### src/rtl/bfs_regs.svh
/*
  Timing counts and thresholds of the converter fault supervisor.
  Assumes a 20 MHz supervisor clock; included by bare name.
*/
`ifndef BFS_REGS_SVH
`define BFS_REGS_SVH

`define BFS_CLK_MHZ 20
`define BFS_TURNON_SHIFT_NS 110
`define BFS_TURNON_SHIFT_CYC ((`BFS_TURNON_SHIFT_NS * `BFS_CLK_MHZ + 999) / 1000)
`define BFS_FOLDBACK_US 28
`define BFS_FOLDBACK_CYC (`BFS_FOLDBACK_US * `BFS_CLK_MHZ)
`define BFS_LOCAL_RESTART_MS 14
`define BFS_LOCAL_RESTART_CYC (`BFS_LOCAL_RESTART_MS * 1000 * `BFS_CLK_MHZ)
`define BFS_SYS_RESTART_MS 100
`define BFS_SYS_RESTART_CYC (`BFS_SYS_RESTART_MS * 1000 * `BFS_CLK_MHZ)
`define BFS_CONSEC_CYCLES 16
`define BFS_CONSEC_W 5
`define BFS_FOLD_W 10
`define BFS_SHIFT_W 2
`define BFS_TIMER_W 21

`endif

### src/rtl/bfs_pkg.sv
/*
  Types of the converter fault supervisor.
  Assumes nothing of its surroundings.
*/
`default_nettype none

package bfs_pkg;

  // Comparator levels of one converter
  typedef struct packed {
    logic pg_below;
    logic cur_warn;
    logic cur_lim;
    logic cur_short;
  } bfs_cmp_t;

  // Configuration of one converter
  typedef struct packed {
    logic enable;
    logic fault_unmask_bit;
    logic current_fault_mask;
    logic phase_delay_en;
    logic phase_falling;
  } bfs_cfg_t;

  typedef enum logic [0:0] {
    BFS_RUN,
    BFS_SUPPLY_FAULT
  } bfs_state_t;

endpackage

`default_nettype wire

### src/rtl/bfs_sync.sv
/*
  Two-flop synchroniser for a group of levels.
  Assumes inputs arrive from outside the clk domain.
*/
`timescale 1ns/10ps
`default_nettype none

module bfs_sync #(
  parameter int W = 1
) (
  input wire logic clk,
  input wire logic rst,
  input wire logic [W-1:0] d,
  output logic [W-1:0] q
);

  logic [W-1:0] meta;

  always_ff @(posedge clk or posedge rst)
  begin
    if (rst)
    begin
      meta <= '0;
      q <= '0;
    end
    else
    begin
      meta <= d;
      q <= meta;
    end
  end

endmodule

`default_nettype wire

### src/rtl/bfs_supervisor.sv
/*
  Fault supervisor for the step-down converters: power-good tracking,
  peak-current cycle counting, short-circuit shutdown and restart,
  foldback, phase alignment of high-side turn-on, interrupt line.
  Assumes comparator and master clock pins are asynchronous, while
  configuration and host read strobes come from logic on clk.
*/
`timescale 1ns/10ps
`default_nettype none

`include "bfs_regs.svh"

// Behaviour
// - Power-good flag is 0 while the output is under its threshold.
// - Unmasked power-good loss drives the interrupt line low.
// - Power-good interrupt holds until off or in regulation, and read.
// - Turn-on shift delays high-side turn-on by 110 ns rounded up to 3 clk cycles, 150 ns at 20 MHz.
// - Turn-on follows rising or falling master edge as selected.
// - Reaching the limit ends switch conduction for the rest of the cycle.
// - 16 consecutive cycles at 75 percent set warning and interrupt.
// - 16 consecutive cycles at full limit assert the interrupt.
// - Short-circuit level shuts the supply at once; unmasked asserts interrupt.
// - After short-circuit shutdown, the supply restarts after 14 ms.
// - Unmasked short enters supply fault, all off, restart after 100 ms.
// - After soft-start, out of regulation over 28 us enables foldback.
// - Regaining regulation in foldback restores the default limit.
// - Overcurrent and short events latch in the current-limit status.
// - Current fault mask suppresses the overcurrent and short interrupt and supply fault entry; local shutdown and status still occur.
module bfs_supervisor #(
  parameter int N = 3,
  parameter int LOCAL_RESTART_CYC = `BFS_LOCAL_RESTART_CYC,
  parameter int SYS_RESTART_CYC = `BFS_SYS_RESTART_CYC
) (
  input wire logic clk,
  input wire logic rst,
  input wire logic master_sw_clk,
  input wire logic [N-1:0] soft_start_done,
  input wire bfs_pkg::bfs_cmp_t [N-1:0] cmp,
  input wire bfs_pkg::bfs_cfg_t [N-1:0] cfg,
  input wire logic [N-1:0] rd_power_good,
  input wire logic [N-1:0] rd_current_warning,
  input wire logic [N-1:0] rd_current_limit,
  output wire logic [N-1:0] power_good_flag,
  output wire logic [N-1:0] current_warning_flag,
  output wire logic [N-1:0] current_limit_status,
  output wire logic [N-1:0] foldback_active,
  output wire logic [N-1:0] hs_gate_on,
  output wire logic [N-1:0] conv_shutdown,
  output logic supply_fault_state,
  output logic system_restart,
  output logic interrupt_request_low
);

  localparam int SW = 1 + N + N * $bits(bfs_pkg::bfs_cmp_t);
  localparam logic [`BFS_CONSEC_W-1:0] CONSEC = `BFS_CONSEC_W'(`BFS_CONSEC_CYCLES);
  localparam logic [`BFS_FOLD_W-1:0] FOLD_CYC = `BFS_FOLD_W'(`BFS_FOLDBACK_CYC);
  localparam logic [`BFS_SHIFT_W-1:0] SHIFT_CYC = `BFS_SHIFT_W'(`BFS_TURNON_SHIFT_CYC);
  localparam logic [`BFS_TIMER_W-1:0] LOC_CYC = `BFS_TIMER_W'(LOCAL_RESTART_CYC);
  localparam logic [`BFS_TIMER_W-1:0] SYS_CYC = `BFS_TIMER_W'(SYS_RESTART_CYC);

  logic [SW-1:0] sync_q;
  logic msw;
  logic msw_prev;
  logic [N-1:0] ss_done;
  bfs_pkg::bfs_cmp_t [N-1:0] cs;
  bfs_pkg::bfs_state_t state;
  logic [`BFS_TIMER_W-1:0] sys_cnt;
  logic [N-1:0] sys_req;
  logic [N-1:0] irq_src;
  wire m_rise;
  wire m_fall;
  wire in_fault;
  wire sys_done;

  // Counter step with saturation, used by both current levels
  function automatic logic [`BFS_CONSEC_W-1:0] consec_step(
    input logic hit,
    input logic [`BFS_CONSEC_W-1:0] cnt
  );
    if (!hit)
      consec_step = '0;
    else if (cnt == CONSEC)
      consec_step = cnt;
    else
      consec_step = cnt + `BFS_CONSEC_W'(1);
  endfunction

  bfs_sync #(.W(SW)) u_sync (
    .clk(clk),
    .rst(rst),
    .d({master_sw_clk, soft_start_done, cmp}),
    .q(sync_q)
  );

  assign msw = sync_q[SW-1];
  assign ss_done = sync_q[SW-2 -: N];
  assign cs = sync_q[N*$bits(bfs_pkg::bfs_cmp_t)-1:0];
  assign m_rise = msw & ~msw_prev;
  assign m_fall = ~msw & msw_prev;
  assign in_fault = (state == bfs_pkg::BFS_SUPPLY_FAULT);
  assign sys_done = in_fault && (sys_cnt == `BFS_TIMER_W'(1));

  // Supply fault state and system restart timer
  always_ff @(posedge clk or posedge rst)
  begin
    if (rst)
    begin
      msw_prev <= 1'b0;
      state <= bfs_pkg::BFS_RUN;
      sys_cnt <= '0;
      supply_fault_state <= 1'b0;
      system_restart <= 1'b0;
      interrupt_request_low <= 1'b1;
    end
    else
    begin
      msw_prev <= msw;
      system_restart <= sys_done;
      interrupt_request_low <= ~(|irq_src);
      case (state)
        bfs_pkg::BFS_RUN:
        begin
          if (|sys_req)
          begin
            state <= bfs_pkg::BFS_SUPPLY_FAULT;
            sys_cnt <= SYS_CYC;
            supply_fault_state <= 1'b1;
          end
        end
        bfs_pkg::BFS_SUPPLY_FAULT:
        begin
          if (sys_done)
          begin
            state <= bfs_pkg::BFS_RUN;
            supply_fault_state <= 1'b0;
          end
          else
            sys_cnt <= sys_cnt - `BFS_TIMER_W'(1);
        end
        default:
        begin
          state <= bfs_pkg::BFS_RUN;
          supply_fault_state <= 1'b0;
        end
      endcase
    end
  end

  for (genvar i = 0; i < N; i++)
  begin : g_ch
    logic pg;
    logic warn_hit;
    logic lim_hit;
    logic [`BFS_CONSEC_W-1:0] warn_cnt;
    logic [`BFS_CONSEC_W-1:0] lim_cnt;
    logic warn_flag;
    logic lim_stat;
    logic pg_irq;
    logic pg_seen;
    logic shut;
    logic [`BFS_TIMER_W-1:0] rs_cnt;
    logic [`BFS_FOLD_W-1:0] oor_cnt;
    logic fold;
    logic gate;
    logic [`BFS_SHIFT_W-1:0] dly;
    wire on;
    wire below;
    wire warn_cond;
    wire lim_cond;
    wire short_evt;
    wire pg_cond;
    wire next_pg_irq;
    wire next_pg_seen;
    wire next_warn_flag;
    wire next_lim_stat;
    wire turn_edge;
    wire cut;
    wire oor;

    assign on = cfg[i].enable & ~shut & ~in_fault;
    assign below = cs[i].pg_below;
    assign warn_cond = (warn_cnt == CONSEC);
    assign lim_cond = (lim_cnt == CONSEC);
    assign short_evt = on & cs[i].cur_short;
    assign pg_cond = cfg[i].fault_unmask_bit & cfg[i].enable & below;
    // Holds until condition gone and a read seen; a new loss wins
    assign next_pg_irq = pg_cond | (pg_irq & ~(pg_seen | rd_power_good[i]));
    assign next_pg_seen = next_pg_irq & (pg_seen | rd_power_good[i]);
    assign next_warn_flag = warn_cond | (warn_flag & ~rd_current_warning[i]);
    assign next_lim_stat = lim_cond | short_evt | cs[i].cur_short
      | (lim_stat & ~rd_current_limit[i]);
    assign turn_edge = cfg[i].phase_falling ? m_fall : m_rise;
    assign cut = cs[i].cur_lim | cs[i].cur_short | ~on;
    assign oor = ss_done[i] & on & below;
    assign sys_req[i] = short_evt & ~cfg[i].current_fault_mask;
    assign irq_src[i] = pg_irq | warn_flag
      | ((lim_stat | lim_cond) & ~cfg[i].current_fault_mask);

    assign power_good_flag[i] = pg;
    assign current_warning_flag[i] = warn_flag;
    assign current_limit_status[i] = lim_stat;
    assign foldback_active[i] = fold;
    assign hs_gate_on[i] = gate;
    assign conv_shutdown[i] = shut;

    // Status, interrupt and consecutive-cycle counters
    always_ff @(posedge clk or posedge rst)
    begin
      if (rst)
      begin
        pg <= 1'b0;
        warn_hit <= 1'b0;
        lim_hit <= 1'b0;
        warn_cnt <= '0;
        lim_cnt <= '0;
        warn_flag <= 1'b0;
        lim_stat <= 1'b0;
        pg_irq <= 1'b0;
        pg_seen <= 1'b0;
      end
      else
      begin
        pg <= cfg[i].enable & ~below;
        pg_irq <= next_pg_irq;
        pg_seen <= next_pg_seen;
        warn_flag <= next_warn_flag;
        lim_stat <= next_lim_stat;
        if (m_rise)
        begin
          warn_cnt <= consec_step(on & (warn_hit | cs[i].cur_warn), warn_cnt);
          lim_cnt <= consec_step(on & (lim_hit | cs[i].cur_lim), lim_cnt);
          warn_hit <= 1'b0;
          lim_hit <= 1'b0;
        end
        else
        begin
          warn_hit <= warn_hit | cs[i].cur_warn;
          lim_hit <= lim_hit | cs[i].cur_lim;
        end
      end
    end

    // Short-circuit shutdown and local restart timer
    always_ff @(posedge clk or posedge rst)
    begin
      if (rst)
      begin
        shut <= 1'b0;
        rs_cnt <= '0;
      end
      else if (short_evt)
      begin
        shut <= 1'b1;
        rs_cnt <= LOC_CYC;
      end
      else if (shut && (rs_cnt == `BFS_TIMER_W'(1)))
        shut <= 1'b0;
      else if (shut)
        rs_cnt <= rs_cnt - `BFS_TIMER_W'(1);
    end

    // Foldback after soft-start
    always_ff @(posedge clk or posedge rst)
    begin
      if (rst)
      begin
        oor_cnt <= '0;
        fold <= 1'b0;
      end
      else if (!oor)
      begin
        oor_cnt <= '0;
        fold <= 1'b0;
      end
      else if (oor_cnt == FOLD_CYC)
        fold <= 1'b1;
      else
        oor_cnt <= oor_cnt + `BFS_FOLD_W'(1);
    end

    // High-side turn-on timing and cycle-by-cycle cut
    always_ff @(posedge clk or posedge rst)
    begin
      if (rst)
      begin
        gate <= 1'b0;
        dly <= '0;
      end
      else if (cut)
      begin
        gate <= 1'b0;
        dly <= '0;
      end
      else if (turn_edge && cfg[i].phase_delay_en)
        dly <= SHIFT_CYC;
      else if (turn_edge)
        gate <= 1'b1;
      else if (dly == `BFS_SHIFT_W'(1))
      begin
        gate <= 1'b1;
        dly <= '0;
      end
      else if (dly != '0)
        dly <= dly - `BFS_SHIFT_W'(1);
    end
  end

endmodule

`default_nettype wire

### config.mk
export PLATFORM = sky130hd
export DESIGN_NAME = bfs_supervisor
export DESIGN_NICKNAME = d
export VERILOG_FILES = /design/src/rtl/bfs_pkg.sv /design/src/rtl/bfs_sync.sv /design/src/rtl/bfs_supervisor.sv
export VERILOG_INCLUDE_DIRS = /design/src /design/src/rtl
export SDC_FILE = /design/constraint.sdc
export NUM_CORES = 1
export LEC_CHECK = 0
export BUFFER_PORTS_ARGS = -buffer_cell sky130_fd_sc_hd__buf_2
export CAP_MARGIN = 20
export CORE_ASPECT_RATIO = 1.5
export CORE_MARGIN = 4
export CORE_UTILIZATION = 30
export DETAILED_ROUTE_END_ITERATION = 6
export PLACE_DENSITY = 0.5
export REMOVE_ABC_BUFFERS = 1
export SYNTH_ARGS = -nofsm -noshare
export SYNTH_HDL_FRONTEND = slang
export SYNTH_SLANG_ARGS = --single-unit
### constraint.sdc
create_clock -name clk -period 7.7 [get_ports clk]
set_input_delay 0.77 -clock clk [delete_from_list [all_inputs] [get_ports clk]]
set_output_delay 0.77 -clock clk [all_outputs]
set_load 0.01 [all_outputs]
==> summary.txt <==
Outcome
  • Status: finished, final reports clean

Power
  • Peak VDD IR: 198 µV
  • Sw Ratio: 0.231
  • Seq pwr share: 0.471
  • Clock group share of total power: 0.503
  • Cell leakage power: between 4 and 5 nW
  • Comb pwr share: 0.026
  • Power Dens Cells: about 200 nW/µm²
  • Internal power: between 0.0015 and 0.002 W
  • P_sw: around 0.00057 W

Die
  • Rows: 83
  • Core Region: 34500 µm²
  • # IOs: between 60 and 70
  • Die Span Y: ~240 µm
  • Die width: 161 µm
  • Initial core utilization: 0.305
  • Die area: 38200 µm²

Logic synthesis
  • Area contributors post-synth: dfrtp_1, nor2_1, ha_1
  • Post-synth top area share: 0.514
  • Mapped Cells: approximately 1100
  • Ys flop type: dfrtp_1
  • Ys async rst share: 1.00
  • Post-Syn Area: 10500 µm²
  • Register bit total from synthesis: approximately 220
  • Post-synth top area cell: dfrtp_1
  • Sequential area share after synthesis: 0.516
  • Post-synth EDFFs: 0
  • Cell variety after synth: 64
  • Mean Syn Cell Area: ~9.9 µm²
  • Synth warn: 0

Setup path
  • Critical Path End Type: flip-flop
  • Critical Path AT: 3.54 ns
  • Reg2reg start: in_fault$_DFF_PP0_
  • Critical path peak fanout: 20
  • Crit Path Class: flip-flop to flip-flop
  • Worst R2R End: sys_cnt[10]$_DFFE_PP0P_
  • CP Launch Type: flip-flop
  • Worst EP required: between 8 and 9 ns
  • R2R cell count: 7
  • Reg2Reg Setup Slack: 4.62 ns

STA
  • Min cycle time layout: approximately 3 ns
  • Final setup viols: 0
  • Slew margin rel.: 0.417
  • Slew Limit Fails: 0
  • Setup TNS: 0 ns
  • Final worst slack: 4.62 ns
  • RSZ-0062 raised after global routing: false
  • Skew final: roughly 0.014 ns
  • Tcrit/Tclk final: 0.401
  • Final Hold Slack: 0.309 ns
  • Worst slew pin tran: between 0.8 and 0.9 ns
  • Final Hold Vio Count: 0
  • FMAX: between 300 and 400 MHz

Layout
  • Final Instance Area: about 12000 µm²
  • Most common cell after layout, fill and taps aside: dfrtp_1
  • Ant. Diodes: 0
  • Post-layout util: 0.351
  • Leading cell types in the layout, fill and taps excluded: dfrtp_1, nor2_1, nand2_1, o21ai_0, buf_2
  • Fin nets: 1193
  • Multi-input gate area: 4620 µm²
  • Reg area: between 5000 and 6000 µm²
  • Layout cells sized above 1: 0.135
  • Syn-to-layout area delta: 15.1%
  • # fillers: around 3600

Flow run
  • MaxCap Viol Count: 0

Route
  • Drt first pass iters: 4
  • Final WL: 24.1 mm
  • Final ANT Viol Nets: 0
  • # DRC: 0
  • Iteration-0 DRC Markers: approximately 350
  • Vias: 7855
  • Vias/cell: 4.89
  • Routed len/inst: approximately 15 µm

Clocking
  • Clock Tree Buf Depth: 3
  • Setup bufs post-CTS: 0
  • Clock Tree Root: clkbuf_16
  • Worst-Skew Late Latency: 0.55 ns
  • H-Tree Depth: 1
  • CTS tree: built
  • Clock slew at reported path FFs: 0.07 ns
  • PostCTS Resize Cnt: 0
  • Hold_buf cts: 0
  • CTS Buf Count: 25
  • # clock sinks: 217

Global route
  • GRT Total Usage: 0.127
  • First-pass GRT wire length: just over 40 mm
  • Initial antenna violation count: 1
  • Largest net degree at the start of global routing: between 90 and 100
  • Vias in the first global route: just under 8000
  • Grt total ovfl: 0

Placement
  • GPL Wtd Cong: around 0.75
  • Post-DP Area: 11200 µm²
  • IO buf count: 62
  • Setup WS pre-CTS: about 4.3 ns
  • DP HPWL: 16.7 mm

Min path
  • HP Class: input pin to async pin
## cells in the mapped netlist (7+ instances only)
cell	instances
nor3_1	32
a21oi_1	47
clkbuf_1	17
a22o_1	7
inv_1	59
ha_1	32
mux2i_1	24
xnor2_1	23
nor3b_1	7
xor2_1	17
nand2_1	98
or2_2	12
dfrtp_1	216
nor2_1	110
mux2_2	10
nand4_1	18
o21ai_0	78
nand2b_1	10
buf_4	20
nor4_1	19
a31oi_1	10
or4_1	26
or3_1	24
o31ai_1	14
nand3_1	40
## metrics by stage
stage	std cells	power (W)
after floorplan	1021	0.00122
after global placement	1558	0.00125
after detailed placement	1559	0.00126
after CTS	1605	0.00253
after global routing	1605	0.00258
final	1605	0.00247
## power groups by stage
stage / Clock, W / Sequential (W) / Combinational [W]
CTS: 0.00129 / 0.00117 / 0.0000685
floorplan: 0 / 0.00118 / 0.0000341
global placement: 0 / 0.00119 / 0.0000677
detailed placement: 0 / 0.00119 / 0.0000682
global route: 0.00134 / 0.00117 / 0.0000759
finish: 0.00124 / 0.00117 / 0.0000647
## worst max-delay path by stage
stage / depth (start not counted) / startpoint / slack (ns) / endpoint
after detailed placement: 8 / cfg[4] / 4.34 / sys_cnt[10]$_DFFE_PP0P_
after global routing: 7 / in_fault$_DFF_PP0_ / 4.33 / sys_cnt[10]$_DFFE_PP0P_
final: 7 / in_fault$_DFF_PP0_ / 4.62 / sys_cnt[10]$_DFFE_PP0P_
after CTS: 7 / in_fault$_DFF_PP0_ / 4.54 / sys_cnt[10]$_DFFE_PP0P_
after floorplan: 1 / rst / 1.0 / g_ch[0].dly[0]$_DFFE_PP0P_
after global placement: 8 / cfg[4] / 4.41 / sys_cnt[17]$_DFFE_PP0P_
## kinds of logic (layout without fill, tap and decap cells)
group                      after synthesis  count (layout)  share of synthesized area
AOI/OAI and AO/OA                      196             196                      0.113
xor gates and xnor gates                40              40                     0.0333
adders and majority gates               32              32                     0.0381
buffers and inverters                  102             176                     0.0442
DFF                                    217             217                      0.516
muxes                                   34              34                     0.0335
and+or+nand+nor                        443             443                      0.222
## worst max-delay path: stages (launching register included)
cell	delay [ns]
dfrtp_1	0.62
and4bb_1	0.45
a222oi_1	0.44
buf_4	0.24
a22o_1	0.53
inv_1	0.32
and3_1	0.24
o21ai_0	0.15
## final cells by class
cell class | instances | share of cell area
clock buffer | 28 | 0.0542
clock inverter | 18 | 0.0172
inverter | 59 | 0.0189
multi-input combinational | 745 | 0.382
sequential | 217 | 0.448
tap | 467 | 0.0482
timing repair buffer | 71 | 0.0312
## sequential cells by signal, summed over array words and instances, names as in the netlist, 3 cells and up
signal / flops
g_ch.pg_irq: 3
g_ch.lim_cnt: 15
g_ch.rs_cnt: 63
g_ch.warn_flag: 3
sys_cnt: 21
g_ch.lim_hit: 3
u_sync.q: 16
g_ch.gate: 3
u_sync.meta: 16
g_ch.dly: 6
g_ch.oor_cnt: 30
g_ch.shut: 3
g_ch.lim_stat: 3
g_ch.warn_hit: 3
g_ch.warn_cnt: 15
g_ch.pg: 3
g_ch.pg_seen: 3
g_ch.fold: 3
## layer usage
| layer | global-route usage | vias to the layer above | share of wire |
|---|---|---|---|
| met5 | 0 | - | 0 |
| met1 | 0.160 | 3826 | 0.44 |
| met2 | 0.224 | 114 | 0.50 |
| met3 | 0.0186 | 35 | 0.034 |
| li1 | - | 3880 | - |
| met4 | 0.0393 | 0 | 0.021 |
No activity file was read; power rests on OpenSTA's default activity.
